===== config.mk =====
export PLATFORM = sky130hd
export DESIGN_NAME = chs_lba_translation_and_device_select
export DESIGN_NICKNAME = d
export VERILOG_FILES = /design/src/verilog/chs_xlat_pkg.sv /design/src/verilog/chs_lba_calc.sv /design/src/verilog/chs_lba_translation_and_device_select.sv
export SDC_FILE = /design/constraint.sdc
export NUM_CORES = 2
export LEC_CHECK = 0
export BUFFER_PORTS_ARGS = -buffer_cell sky130_fd_sc_hd__buf_2
export CAP_MARGIN = 20
export CORE_MARGIN = 2
export CORE_UTILIZATION = 47
export DETAILED_ROUTE_END_ITERATION = 10
export MAX_ROUTING_LAYER = met4
export SLEW_MARGIN = 5
export SYNTH_ARGS = -nofsm -noshare
export SYNTH_HDL_FRONTEND = slang
export SYNTH_SLANG_ARGS = --single-unit

===== constraint.sdc =====
create_clock -name clk_sys -period 30.6 [get_ports clk_sys]
set_clock_uncertainty 0.2 [all_clocks]
set_input_delay 3.06 -clock clk_sys [delete_from_list [all_inputs] [get_ports clk_sys]]
set_output_delay 3.06 -clock clk_sys [all_outputs]
set_load 0.05 [all_outputs]

===== src/verilog/chs_xlat_pkg.sv =====
package chs_xlat_pkg;

    // power-up translate geometry
    localparam logic [3:0] RST_HEAD_COUNT_M1 = 4'hF;
    localparam logic [7:0] RST_SPT = 8'h3F;
    localparam logic [15:0] RST_CYL_COUNT = 16'h3A0C;
    localparam logic [27:0] RST_CAPACITY = 28'h0C87050;
    localparam logic [27:0] SPARE_SECTORS = 28'h0000400;
    localparam int SLIP_DEPTH = 8;
    localparam int SLIP_IDX_W = 3;

    // task-file register selects (address lines)
    localparam logic [2:0] TF_SECTOR = 3'h3;
    localparam logic [2:0] TF_CYL_LO = 3'h4;
    localparam logic [2:0] TF_CYL_HI = 3'h5;
    localparam logic [2:0] TF_DEV_HEAD = 3'h6;
    localparam logic [2:0] TF_COMMAND = 3'h7;
    localparam int DEV_BIT = 4;

    // command codes
    localparam logic [7:0] CMD_INIT_PARAMS = 8'h91;
    localparam logic [7:0] CMD_MEDIA_READ = 8'h20;
    localparam logic [7:0] CMD_MEDIA_WRITE = 8'h30;

    // command status bits
    localparam logic [7:0] STAT_ERR = 8'h01;
    localparam logic [7:0] STAT_DRDY = 8'h40;
    localparam logic [7:0] STAT_BSY = 8'h80;

endpackage

===== src/verilog/chs_lba_calc.sv =====
`timescale 1ns/1ps
`default_nettype none

// ======================================
// chs to lba arithmetic, pure combinational
module chs_lba_calc
    import chs_xlat_pkg::*;
(
    input wire logic [7:0] sectorNum,
    input wire logic [3:0] headNum,
    input wire logic [15:0] cylNum,
    input wire logic [4:0] headCount,
    input wire logic [7:0] sectorsPerTrack,
    output logic [27:0] lba,
    output logic sectorZero
);
    // widths kept generous so odd host geometries cannot wrap silently
    logic [20:0] trackIdx;
    logic [36:0] full;

    assign trackIdx = 21'(headNum) + 21'(headCount) * 21'(cylNum);
    assign full = 37'(sectorNum) - 37'h1 + 37'(sectorsPerTrack) * 37'(trackIdx);
    assign lba = (full[36:28] != 9'h0) ? 28'hFFFFFFF : full[27:0];
    assign sectorZero = (sectorNum == 8'h00);
endmodule

`default_nettype wire


===== src/verilog/chs_lba_translation_and_device_select.sv =====
`timescale 1ns/1ps
`default_nettype none

module chs_lba_translation_and_device_select
    import chs_xlat_pkg::*;
(
    input wire logic clk_sys,
    input wire logic nrst,
    input wire logic master_select_jumper,
    input wire logic cableSelectEn,
    input wire logic cableSelOpen,
    input wire logic tfWrite,
    input wire logic tfRead,
    input wire logic [2:0] tfAddr,
    input wire logic [7:0] tfWrData,
    input wire logic [7:0] park_track_param,
    input wire logic [7:0] write_precomp_param,
    input wire logic mediaDone,
    input wire logic mediaWriteErr,
    output logic [7:0] tfRdData,
    output logic tfRdOe,
    output logic mediaReq,
    output logic mediaWrite,
    output logic [27:0] physLba,
    output logic [7:0] cmdStatus,
    output logic devAddr
);

    // ======================================
    // strap synchronisers
    logic jmpMeta_q, jmpSync_q, cselMeta_q, cselSync_q, cselEnMeta_q, cselEnSync_q;

    always_ff @(posedge clk_sys) begin
        if (!nrst) begin
            jmpMeta_q <= 1'b1;
            jmpSync_q <= 1'b1;
            cselMeta_q <= 1'b0;
            cselSync_q <= 1'b0;
            cselEnMeta_q <= 1'b0;
            cselEnSync_q <= 1'b0;
        end else begin
            jmpMeta_q <= master_select_jumper;
            jmpSync_q <= jmpMeta_q;
            cselMeta_q <= cableSelOpen;
            cselSync_q <= cselMeta_q;
            cselEnMeta_q <= cableSelectEn;
            cselEnSync_q <= cselEnMeta_q;
        end
    end

    // closed jumper (high) means master; open cable-select line means device 1
    wire strapAddr = cselEnSync_q ? cselSync_q : ~jmpSync_q;

    // ======================================
    // task-file shadow, written for both drives
    logic [7:0] sector_q, cylLo_q, cylHi_q, devHead_q;
    logic [4:0] headCount_q;
    logic [7:0] spt_q;
    logic [15:0] cylCount_q;
    logic [27:0] capacity_q;

    wire selected = (devHead_q[DEV_BIT] == strapAddr);
    wire cmdWrite = tfWrite && (tfAddr == TF_COMMAND);
    wire cmdMine = cmdWrite && selected;

    always_ff @(posedge clk_sys) begin
        if (!nrst) begin
            sector_q <= 8'h01;
            cylLo_q <= 8'h00;
            cylHi_q <= 8'h00;
            devHead_q <= 8'h00;
        end else if (tfWrite) begin
            if (tfAddr == TF_SECTOR) sector_q <= tfWrData;
            if (tfAddr == TF_CYL_LO) cylLo_q <= tfWrData;
            if (tfAddr == TF_CYL_HI) cylHi_q <= tfWrData;
            if (tfAddr == TF_DEV_HEAD) devHead_q <= tfWrData;
        end
    end

    // ======================================
    // translation geometry
    wire [27:0] newLba;
    wire secZero;
    wire [15:0] cylNum = {cylHi_q, cylLo_q};

    chs_lba_calc calc (
        .sectorNum(sector_q),
        .headNum(devHead_q[3:0]),
        .cylNum(cylNum),
        .headCount(headCount_q),
        .sectorsPerTrack(spt_q),
        .lba(newLba),
        .sectorZero(secZero)
    );

    // proposed geometry: cylinders kept, heads and spt from the task file
    wire [4:0] propHeads = 5'(devHead_q[3:0]) + 5'h01;
    wire [36:0] propSize = 37'(cylCount_q) * 37'(propHeads) * 37'(sector_q);
    wire geoOk = (sector_q != 8'h00) && (propSize <= 37'(RST_CAPACITY));
    // park and precomp values are accepted but drive nothing
    wire unusedParams = ^{park_track_param, write_precomp_param};

    always_ff @(posedge clk_sys) begin
        if (!nrst) begin
            headCount_q <= 5'(RST_HEAD_COUNT_M1) + 5'h01;
            spt_q <= RST_SPT;
            cylCount_q <= RST_CYL_COUNT;
            capacity_q <= RST_CAPACITY;
        end else if (cmdMine && tfWrData == CMD_INIT_PARAMS && geoOk) begin
            headCount_q <= propHeads;
            spt_q <= sector_q;
            capacity_q <= propSize[27:0];
        end
    end

    // ======================================
    // defect slip list; entries are physical sectors in the order their writes failed
    logic [27:0] slipList_q [SLIP_DEPTH];
    logic [SLIP_IDX_W:0] slipCnt_q;
    logic [SLIP_DEPTH-1:0] slipHit;

    genvar gi;
    generate
        for (gi = 0; gi < SLIP_DEPTH; gi++) begin : g_slip
            // each reassigned sector at or below the target pushes it one further
            assign slipHit[gi] = (gi < slipCnt_q) && (slipList_q[gi] <= newLba + 28'(gi));
        end
    endgenerate

    logic [SLIP_IDX_W:0] slipSum;
    always_comb begin
        slipSum = '0;
        for (int k = 0; k < SLIP_DEPTH; k++) begin
            slipSum = slipSum + (SLIP_IDX_W + 1)'(slipHit[k]);
        end
    end

    wire inRange = !secZero && (newLba < capacity_q);
    wire [27:0] mappedLba = newLba + 28'(slipSum);
    wire slipFull = (slipCnt_q == (SLIP_IDX_W + 1)'(SLIP_DEPTH));
    wire isMediaCmd = (tfWrData == CMD_MEDIA_READ) || (tfWrData == CMD_MEDIA_WRITE);

    // ======================================
    // command sequencer
    typedef enum logic [1:0] {IDLE, ACCESS, REMAP} seq_e;
    seq_e state_q, state_d;

    always_comb begin
        state_d = state_q;
        case (state_q)
            IDLE: if (cmdMine && isMediaCmd && inRange) state_d = ACCESS;
            ACCESS: begin
                if (mediaWrite && mediaWriteErr) state_d = slipFull ? IDLE : REMAP;
                else if (mediaDone) state_d = IDLE;
            end
            REMAP: state_d = ACCESS;
            default: state_d = IDLE;
        endcase
    end

    always_ff @(posedge clk_sys) begin
        if (!nrst) begin
            state_q <= IDLE;
            mediaReq <= 1'b0;
            mediaWrite <= 1'b0;
            physLba <= '0;
            cmdStatus <= STAT_DRDY;
            slipCnt_q <= '0;
        end else begin
            state_q <= state_d;
            case (state_q)
                IDLE: begin
                    if (cmdMine && isMediaCmd) begin
                        if (inRange) begin
                            mediaReq <= 1'b1;
                            mediaWrite <= (tfWrData == CMD_MEDIA_WRITE);
                            physLba <= mappedLba;
                            cmdStatus <= STAT_BSY;
                        end else begin
                            cmdStatus <= STAT_DRDY | STAT_ERR;
                        end
                    end else if (cmdMine) begin
                        cmdStatus <= (tfWrData == CMD_INIT_PARAMS && !geoOk) ?
                            (STAT_DRDY | STAT_ERR) : STAT_DRDY;
                    end
                end
                ACCESS: begin
                    if (mediaWrite && mediaWriteErr) begin
                        mediaReq <= 1'b0;
                        if (!slipFull) begin
                            slipList_q[slipCnt_q[SLIP_IDX_W-1:0]] <= physLba;
                            slipCnt_q <= slipCnt_q + 1'b1;
                        end else begin
                            // no slot left: end with error rather than retry a bad sector
                            cmdStatus <= STAT_DRDY | STAT_ERR;
                        end
                    end else if (mediaDone) begin
                        mediaReq <= 1'b0;
                        cmdStatus <= STAT_DRDY;
                    end
                end
                REMAP: begin
                    // sector slip: the slipped-into sector is the next physical one
                    physLba <= physLba + 28'h1;
                    mediaReq <= 1'b1;
                end
                default: mediaReq <= 1'b0;
            endcase
        end
    end

    // ======================================
    // host read path, silent unless selected
    always_ff @(posedge clk_sys) begin
        if (!nrst) begin
            tfRdOe <= 1'b0;
            tfRdData <= 8'h00;
            devAddr <= 1'b0;
        end else begin
            devAddr <= strapAddr;
            tfRdOe <= tfRead && selected;
            tfRdData <= (tfRead && selected) ?
                ((tfAddr == TF_COMMAND) ? cmdStatus : 8'h00) : 8'h00;
        end
    end

endmodule

`default_nettype wire


# After elaboration in Yosys (flattened, before gate mapping)
# Memories as Yosys holds them, arrays and structs flattened.
# Cells that the tools add are included.
word_totals:
  ramBits: 224
  word_cells: 153
  out_inout_bits: 48
  input_bits: 36
  regBits: 128
  memories: 1
mem_list:
  columns: ["memory", "words", "width", "read_ports", "rd_ports_with_merged_regs", "write_ports", "line", "source"]
  rows:
  - ["slipList_q", 8, 28, 8, 0, 1, "chs_lba_translation_and_device_select.sv:118", "logic [27:0] slipList_q [SLIP_DEPTH];"]
op_classes:
  n_reduce_logical: 39
  order_cmp: 18
  eq_ne: 18
  muxes: 28
  bitwise: 2
  add_sub_neg: 21
  multipliers: 4
op_table:
  columns: ["operator", "n"]
  rows:
  - ["<= comparator 28 bit", 8]
  - ["adder 28 x 3 -> 28 bit, second input constant", 4]
  - ["two-way mux 28 bit", 3]
  - ["adder 28 x 1 -> 28 bit, second input constant", 2]
  - ["adder 28 x 2 -> 28 bit, second input constant", 2]
  - ["case mux 28 bit (2 select lines)", 1]
  - ["two-way mux 8 bit", 6]
  - ["adder 37 x 29 -> 37 bit", 1]
  - ["multiplier 8 x 21 -> 29 bit", 1]
  - ["adder 28 x 4 -> 28 bit", 1]
  - ["< comparator 28 bit", 1]
  - ["<= comparator 27 x 24 -> 1 bit, second input constant", 1]
  - ["multiplier 17 x 8 -> 25 bit", 1]
  - ["adder 4 x 21 -> 21 bit", 1]
  - ["multiplier 5 x 16 -> 21 bit", 1]
  - ["logical AND 1 bit", 19]
  - ["multiplier 12 x 5 -> 17 bit, first input constant", 1]
  - ["adder 4 x 1 -> 4 bit", 4]
  - ["equality test 8 x 6 -> 1 bit, second input constant", 2]
  - ["< comparator 3 x 4 -> 1 bit, first input constant", 4]
  - ["case mux 8 bit (2 select lines)", 1]
  - ["AND reduction 3 bit", 5]
  - ["equality test 3 bit, second input constant", 4]
  - ["two-way mux 1 bit", 11]
  - ["other kinds (29)", 45]

# Depth between registers and ports, before layout
logic_depth:
  depth_word: 20
  ltp_mapped: 75
  ltp_nobuf: 69

# By module
# Synthesis repeated with hierarchy kept, for this count alone.
hier_totals:
  cells_unflattened: 4012
  hier_area_um2: 36724.0
modules_own_cells:
  columns: ["mod", "area_each_um2", "n_inst", "cells_each", "seq_area_each_um2"]
  rows:
  - ["chs_lba_translation_and_device_select", 26497.9, 1, 2755, 9068.7]
  - ["chs_lba_calc", 10226.1, 1, 1257, 0.0]

# Worst setup path after synthesis
# No wires, ideal clock.
synth_timing:
  kind: "reg2reg"
  from: "register headCount_q[4]"
  to: "register physLba[27]"
  required_ns: 30.330
  t_arrival_ns: 15.882
  setup_time_ns: 0.070
  stages_incl_launch_ff: 69
  slack_ns: 14.448
  cell_sequence: "dfxtp_1 > clkbuf_1 > nand2_1 > fa_1 > fa_1 > fa_1 > inv_1 > ha_1 > a21oi_1 > o21bai_1 > a21oi_1 > o21bai_1 > a21oi_1 > o21ai_0 > o211ai_1 > o2111ai_1 > o311ai_1 > mux2_2 > (+33 left out) > o21ai_0 > a221oi_1 > o32ai_1 > fa_1 > fa_1 > inv_1 > fa_1 > inv_1 > fa_1 > inv_1 > a21o_1 > a21o_1 > a21o_1 > nand2_1 > nor3_1 > a211oi_1 > a311o_1 > a21oi_1"
synth_via:
  elab_chain_cells: 20
synth_rtl:
  columns: ["item", "line", "source"]
  rows:
  - ["start: declaration", "chs_lba_translation_and_device_select.sv:57", "logic [4:0] headCount_q;"]
  - ["start signal: assignment", "chs_lba_translation_and_device_select.sv:105", "headCount_q <= 5'(RST_HEAD_COUNT_M1) + 5'h01;"]
  - ["start signal: assignment", "chs_lba_translation_and_device_select.sv:110", "headCount_q <= propHeads;"]
  - ["multiplier 5 x 16 -> 21 bit (*)", "chs_lba_calc.sv:21", "assign trackIdx = 21'(headNum) + 21'(headCount) * 21'(cylNum);"]
  - ["adder 4 x 21 -> 21 bit (*)", "chs_lba_calc.sv:21", null]
  - ["multiplier 8 x 21 -> 29 bit (*)", "chs_lba_calc.sv:22", "assign full = 37'(sectorNum) - 37'h1 + 37'(sectorsPerTrack) * 37'(trackIdx);"]
  - ["adder 37 x 29 -> 37 bit (*)", "chs_lba_calc.sv:22", null]
  - ["nonzero test 9 bit", "chs_lba_calc.sv:23", "assign lba = (full[36:28] != 9'h0) ? 28'hFFFFFFF : full[27:0];"]
  - ["two-way mux 28 bit (*)", "chs_lba_calc.sv:23", null]
  - ["adder 28 x 1 -> 28 bit", "chs_lba_translation_and_device_select.sv:126", "assign slipHit[gi] = (gi < slipCnt_q) && (slipList_q[gi] <= newLba + 28'(gi));"]
  - ["<= comparator 28 bit", "chs_lba_translation_and_device_select.sv:126", null]
  - ["logical AND 1 bit", "chs_lba_translation_and_device_select.sv:126", null]
  - ["adder 1 x 1 -> 2 bit", "chs_lba_translation_and_device_select.sv:134", "slipSum = slipSum + (SLIP_IDX_W + 1)'(slipHit[k]);"]
  - ["adder 2 x 1 -> 3 bit", "chs_lba_translation_and_device_select.sv:134", null]
  - ["adder 3 x 1 -> 4 bit", "chs_lba_translation_and_device_select.sv:134", null]
  - ["adder 4 x 1 -> 4 bit (4 in a row)", "chs_lba_translation_and_device_select.sv:134", null]
  - ["adder 28 x 4 -> 28 bit", "chs_lba_translation_and_device_select.sv:139", "wire [27:0] mappedLba = newLba + 28'(slipSum);"]
  - ["two-way mux 28 bit", "chs_lba_translation_and_device_select.sv:174", "if (inRange) begin"]
  - ["two-way mux 28 bit", "chs_lba_translation_and_device_select.sv:173", "if (cmdMine && isMediaCmd) begin"]
  - ["case mux 28 bit (2 select lines)", "chs_lba_translation_and_device_select.sv:171", "case (state_q)"]
  - ["end signal: assignment", "chs_lba_translation_and_device_select.sv:177", "physLba <= mappedLba;"]
  - ["end signal: assignment", "chs_lba_translation_and_device_select.sv:204", "physLba <= physLba + 28'h1;"]
  - ["end: declaration", "chs_lba_translation_and_device_select.sv:24", "output logic [27:0] physLba,"]
# Every way passes the cells marked *; elsewhere a longest branch is shown, timed or not. The select of a mux whose other input is x is not followed.
# A chain may end at the register's enable or synchronous reset.

# Worst setup path after layout
layout_timing:
  from: "register headCount_q[3]"
  to: "register physLba[27]"
# Same word-level chain as after synthesis.

==> summary.txt <==
Detailed routing
  – Post-route DRC: 0
  – Highest Signal Layer: met4
  – DR iter-0 viols: 3,274
  – Met2 WL: 50,100 um
  – DRT Pass-1 Iters: 6
  – WL met3: between 10,000 and 15,000 um
  – Wire per inst: 23.2 um
  – WL met1: between 50,000 and 60,000 um
  – Vias: approximately 30,000
  – Final wirelength: 117,000 um
  – Vias per inst: around 6
  – Post-DRT Antenna Nets: 0

Cells and area
  – Most common cell after layout, fill and taps aside: inv_1
  – Fillcell total: 7,191
  – Register area: 9070 sq um
  – Design area: 39,300 sq um
  – Nets: between 4,000 and 5,000
  – Multi-input logic area: 24,900 sq um
  – Most frequent cells in the layout: inv_1, ha_1, nand2_1, fa_1, and2_1
  – Layout cells sized above 1: 6.91%
  – Layout Cells excl Fill: between 5,000 and 6,000
  – Area Overhead vs Synth: 8.41%

GRT
  – First-pass GRT wire length: 179,000 um
  – Vias in the first global route: 29,000
  – Initial antenna violation count: 1
  – Largest net degree at the start of global routing: 68
  – Global route overflow: 0
  – GRT Overall Usage: 30.7%

Timing
  – Final setup vio count: 0
  – Fin crit share: 65.1%
  – Worst-Margin Slew: ~1100 ps
  – Final hold vios: 0
  – Slew Limit Fails: 0
  – TNS Setup: 0 ps
  – RSZ-0062 raised after global routing: false
  – Worst slew margin: 26.6%
  – Fmax: approximately 0.05 GHz
  – Final min period: 19,910 ps
  – Hold slack final: 207 ps

Clocking
  – Number of hold buffers added after cts: 0
  – Clock tree sinks: 341
  – Clk buf depth: 3
  – Htree depth: 2
  – Postcts setup bufs: 0
  – Clock latency on the worst-skew pair: 590 ps
  – CTS Buf Count: between 40 and 50
  – CTS tree: yes
  – Post_cts resized: 0
  – Clk slew on worst S/H paths: 60 ps
  – Root Buffer: clkbuf_16

Synthesis
  – Number of synthesized register bits: between 300 and 400
  – Mapped Area: ~36,000 sq um
  – Most used DFF post-synth: edfxtp_1
  – Netlist cell types: roughly 100
  – Mapped Cells: 3,942
  – Post-synth EDFFs: 224
  – Async SR Flop Fraction: 0%
  – Register area share after synthesis: 25.0%
  – Syn. warnings: 0
  – Syn avg cell area: 9.21 sq um

Worst setup path
  – Max stage delay cell, worst path: a221oi_1
  – Arrival time of the worst setup path: 20,190 ps
  – Setup crit start: headCount_q[3]
  – Worst Path Required: 30,880 ps
  – Crit-path max cell delay: 750 ps
  – Crit path capture type: flip-flop
  – CP startpoint kind: flip-flop
  – CP most frequent cell: fa_1
  – Worst path bufs/invs: 8
  – CP max FO: 50
  – FF-to-FF setup slack: 10,690 ps
  – R2r startpoint: headCount_q[3]
  – CP delay by family, top: adder cells
  – Critical path type: reg2reg

Min path
  – Worst Hold Class: reg2reg
  – Worst hold start: jmpMeta_q

Placement
  – GP Congestion: 1.02
  – Placement Cell Area: approximately 38,000 sq um
  – Placed cells: 4,980
  – DP HPWL: 91,400 um
  – PortBufs: 57

Power and ir drop
  – Leakage: 17.3 nW
  – Overall Power: 1.51 mW
  – Worst vdd ir: 0.0000413 V
  – PD cells: 38.5 nW/um^2

Floorplanning
  – Initial Utilization: 47.6%
  – Die span in y: roughly 280 um
  – Die Span X: around 280 um
  – Ports: 84
  – DIE AREA: 79,500 sq um
  – Row Count: 101
  – Total core area: between 70,000 and 80,000 sq um

Run status
  – Status: finished clean

Run
  – Max-cap violations: 0
[final timing paths]
check / endpoint / depth (start not counted)
worst min-delay path: jmpSync_q / 1
worst max register to register: physLba[27] / 63
worst max-delay path: physLba[27] / 63
worst min register to register: jmpSync_q / 1
[state kept, by name, summed over array words and instances, names as in the netlist]
| signal | flops |
|---|---|
| slipList_q | 224 |
| physLba | 28 |
| capacity_q | 25 |
| cylHi_q | 8 |
| cylLo_q | 8 |
| sector_q | 8 |
| spt_q | 8 |
| devHead_q | 5 |
| headCount_q | 5 |
| slipCnt_q | 4 |
| cmdStatus | 3 |
| tfRdData | 3 |
| state_q | 2 |
| cselEnMeta_q | 1 |
| cselEnSync_q | 1 |
| cselMeta_q | 1 |
| cselSync_q | 1 |
| devAddr | 1 |
| jmpMeta_q | 1 |
| jmpSync_q | 1 |
| mediaReq | 1 |
| mediaWrite | 1 |
| tfRdOe | 1 |
[Yosys cell counts, drive strengths merged, types with 114 or more instances]
master    n  area, sq um
dfxtp   117         2340
clkbuf  114          428
a21oi   208         1060
edfxtp  224         6730
nor2    213          807
a21o    119          893
fa      286         5730
o21ai   166          838
ha      439         5490
and2    231         1450
nand2   367         1380
xnor2   130         1140
inv     456         1710
[worst register-to-register path, delay by kind of cell, from the launching register on]
family	cells	cell delay, ps
fa+ha+maj	15	7400
compound gates	25	6920
simple gates	13	3000
xor+xnor	2	880
buf+inv	8	720
flops	1	700
[layout make-up]
cell class	count	area share (%)
multi-input combinational	2997	63.4
timing repair buffer	154	2.58
antenna	1	0.00636
tap	1030	3.28
clock inverter	18	0.413
sequential	341	23.0
clock buffer	53	2.91
inverter	459	4.38
[metrics by stage]
stage,setup slack (ps),utilization (%)
after global placement,11150,49.9
after CTS,11020,51.6
final,10690,51.6
after global routing,9930,51.6
after floorplan,14450,-
after detailed placement,11100,49.9
[power breakdown]
part / switching [mW] / total [mW] / internal (mW) / leakage (nW)
logic: 0.349 / 0.538 / 0.189 / 13.7
clock network: 0.208 / 0.489 / 0.281 / 0.643
registers: 0.00162 / 0.488 / 0.486 / 2.95
total: 0.558 / 1.51 / 0.957 / 17.3
[routing by layer]
| metal | GRT usage, % | vias up |
|---|---|---|
| li1 | - | 13700 |
| met3 | 5.05 | 205 |
| met5 | - | - |
| met4 | 8.09 | 0 |
| met1 | 43.9 | 14600 |
| met2 | 45.1 | 1296 |
[logic make-up after synthesis]
| logic type | Yosys count | share of synthesized area (%) |
|---|---|---|
| buffers and inverters | 613 | 6.57 |
| xor gates and xnor gates | 172 | 4.17 |
| and+or+nand+nor | 1225 | 17.1 |
| DFF | 341 | 25.0 |
| adders and majority gates | 725 | 30.9 |
| other | 1 | 0.0103 |
| muxes | 49 | 1.37 |
| AOI/OAI and AO/OA | 816 | 14.9 |
No activity file was read; power rests on OpenSTA's default activity.
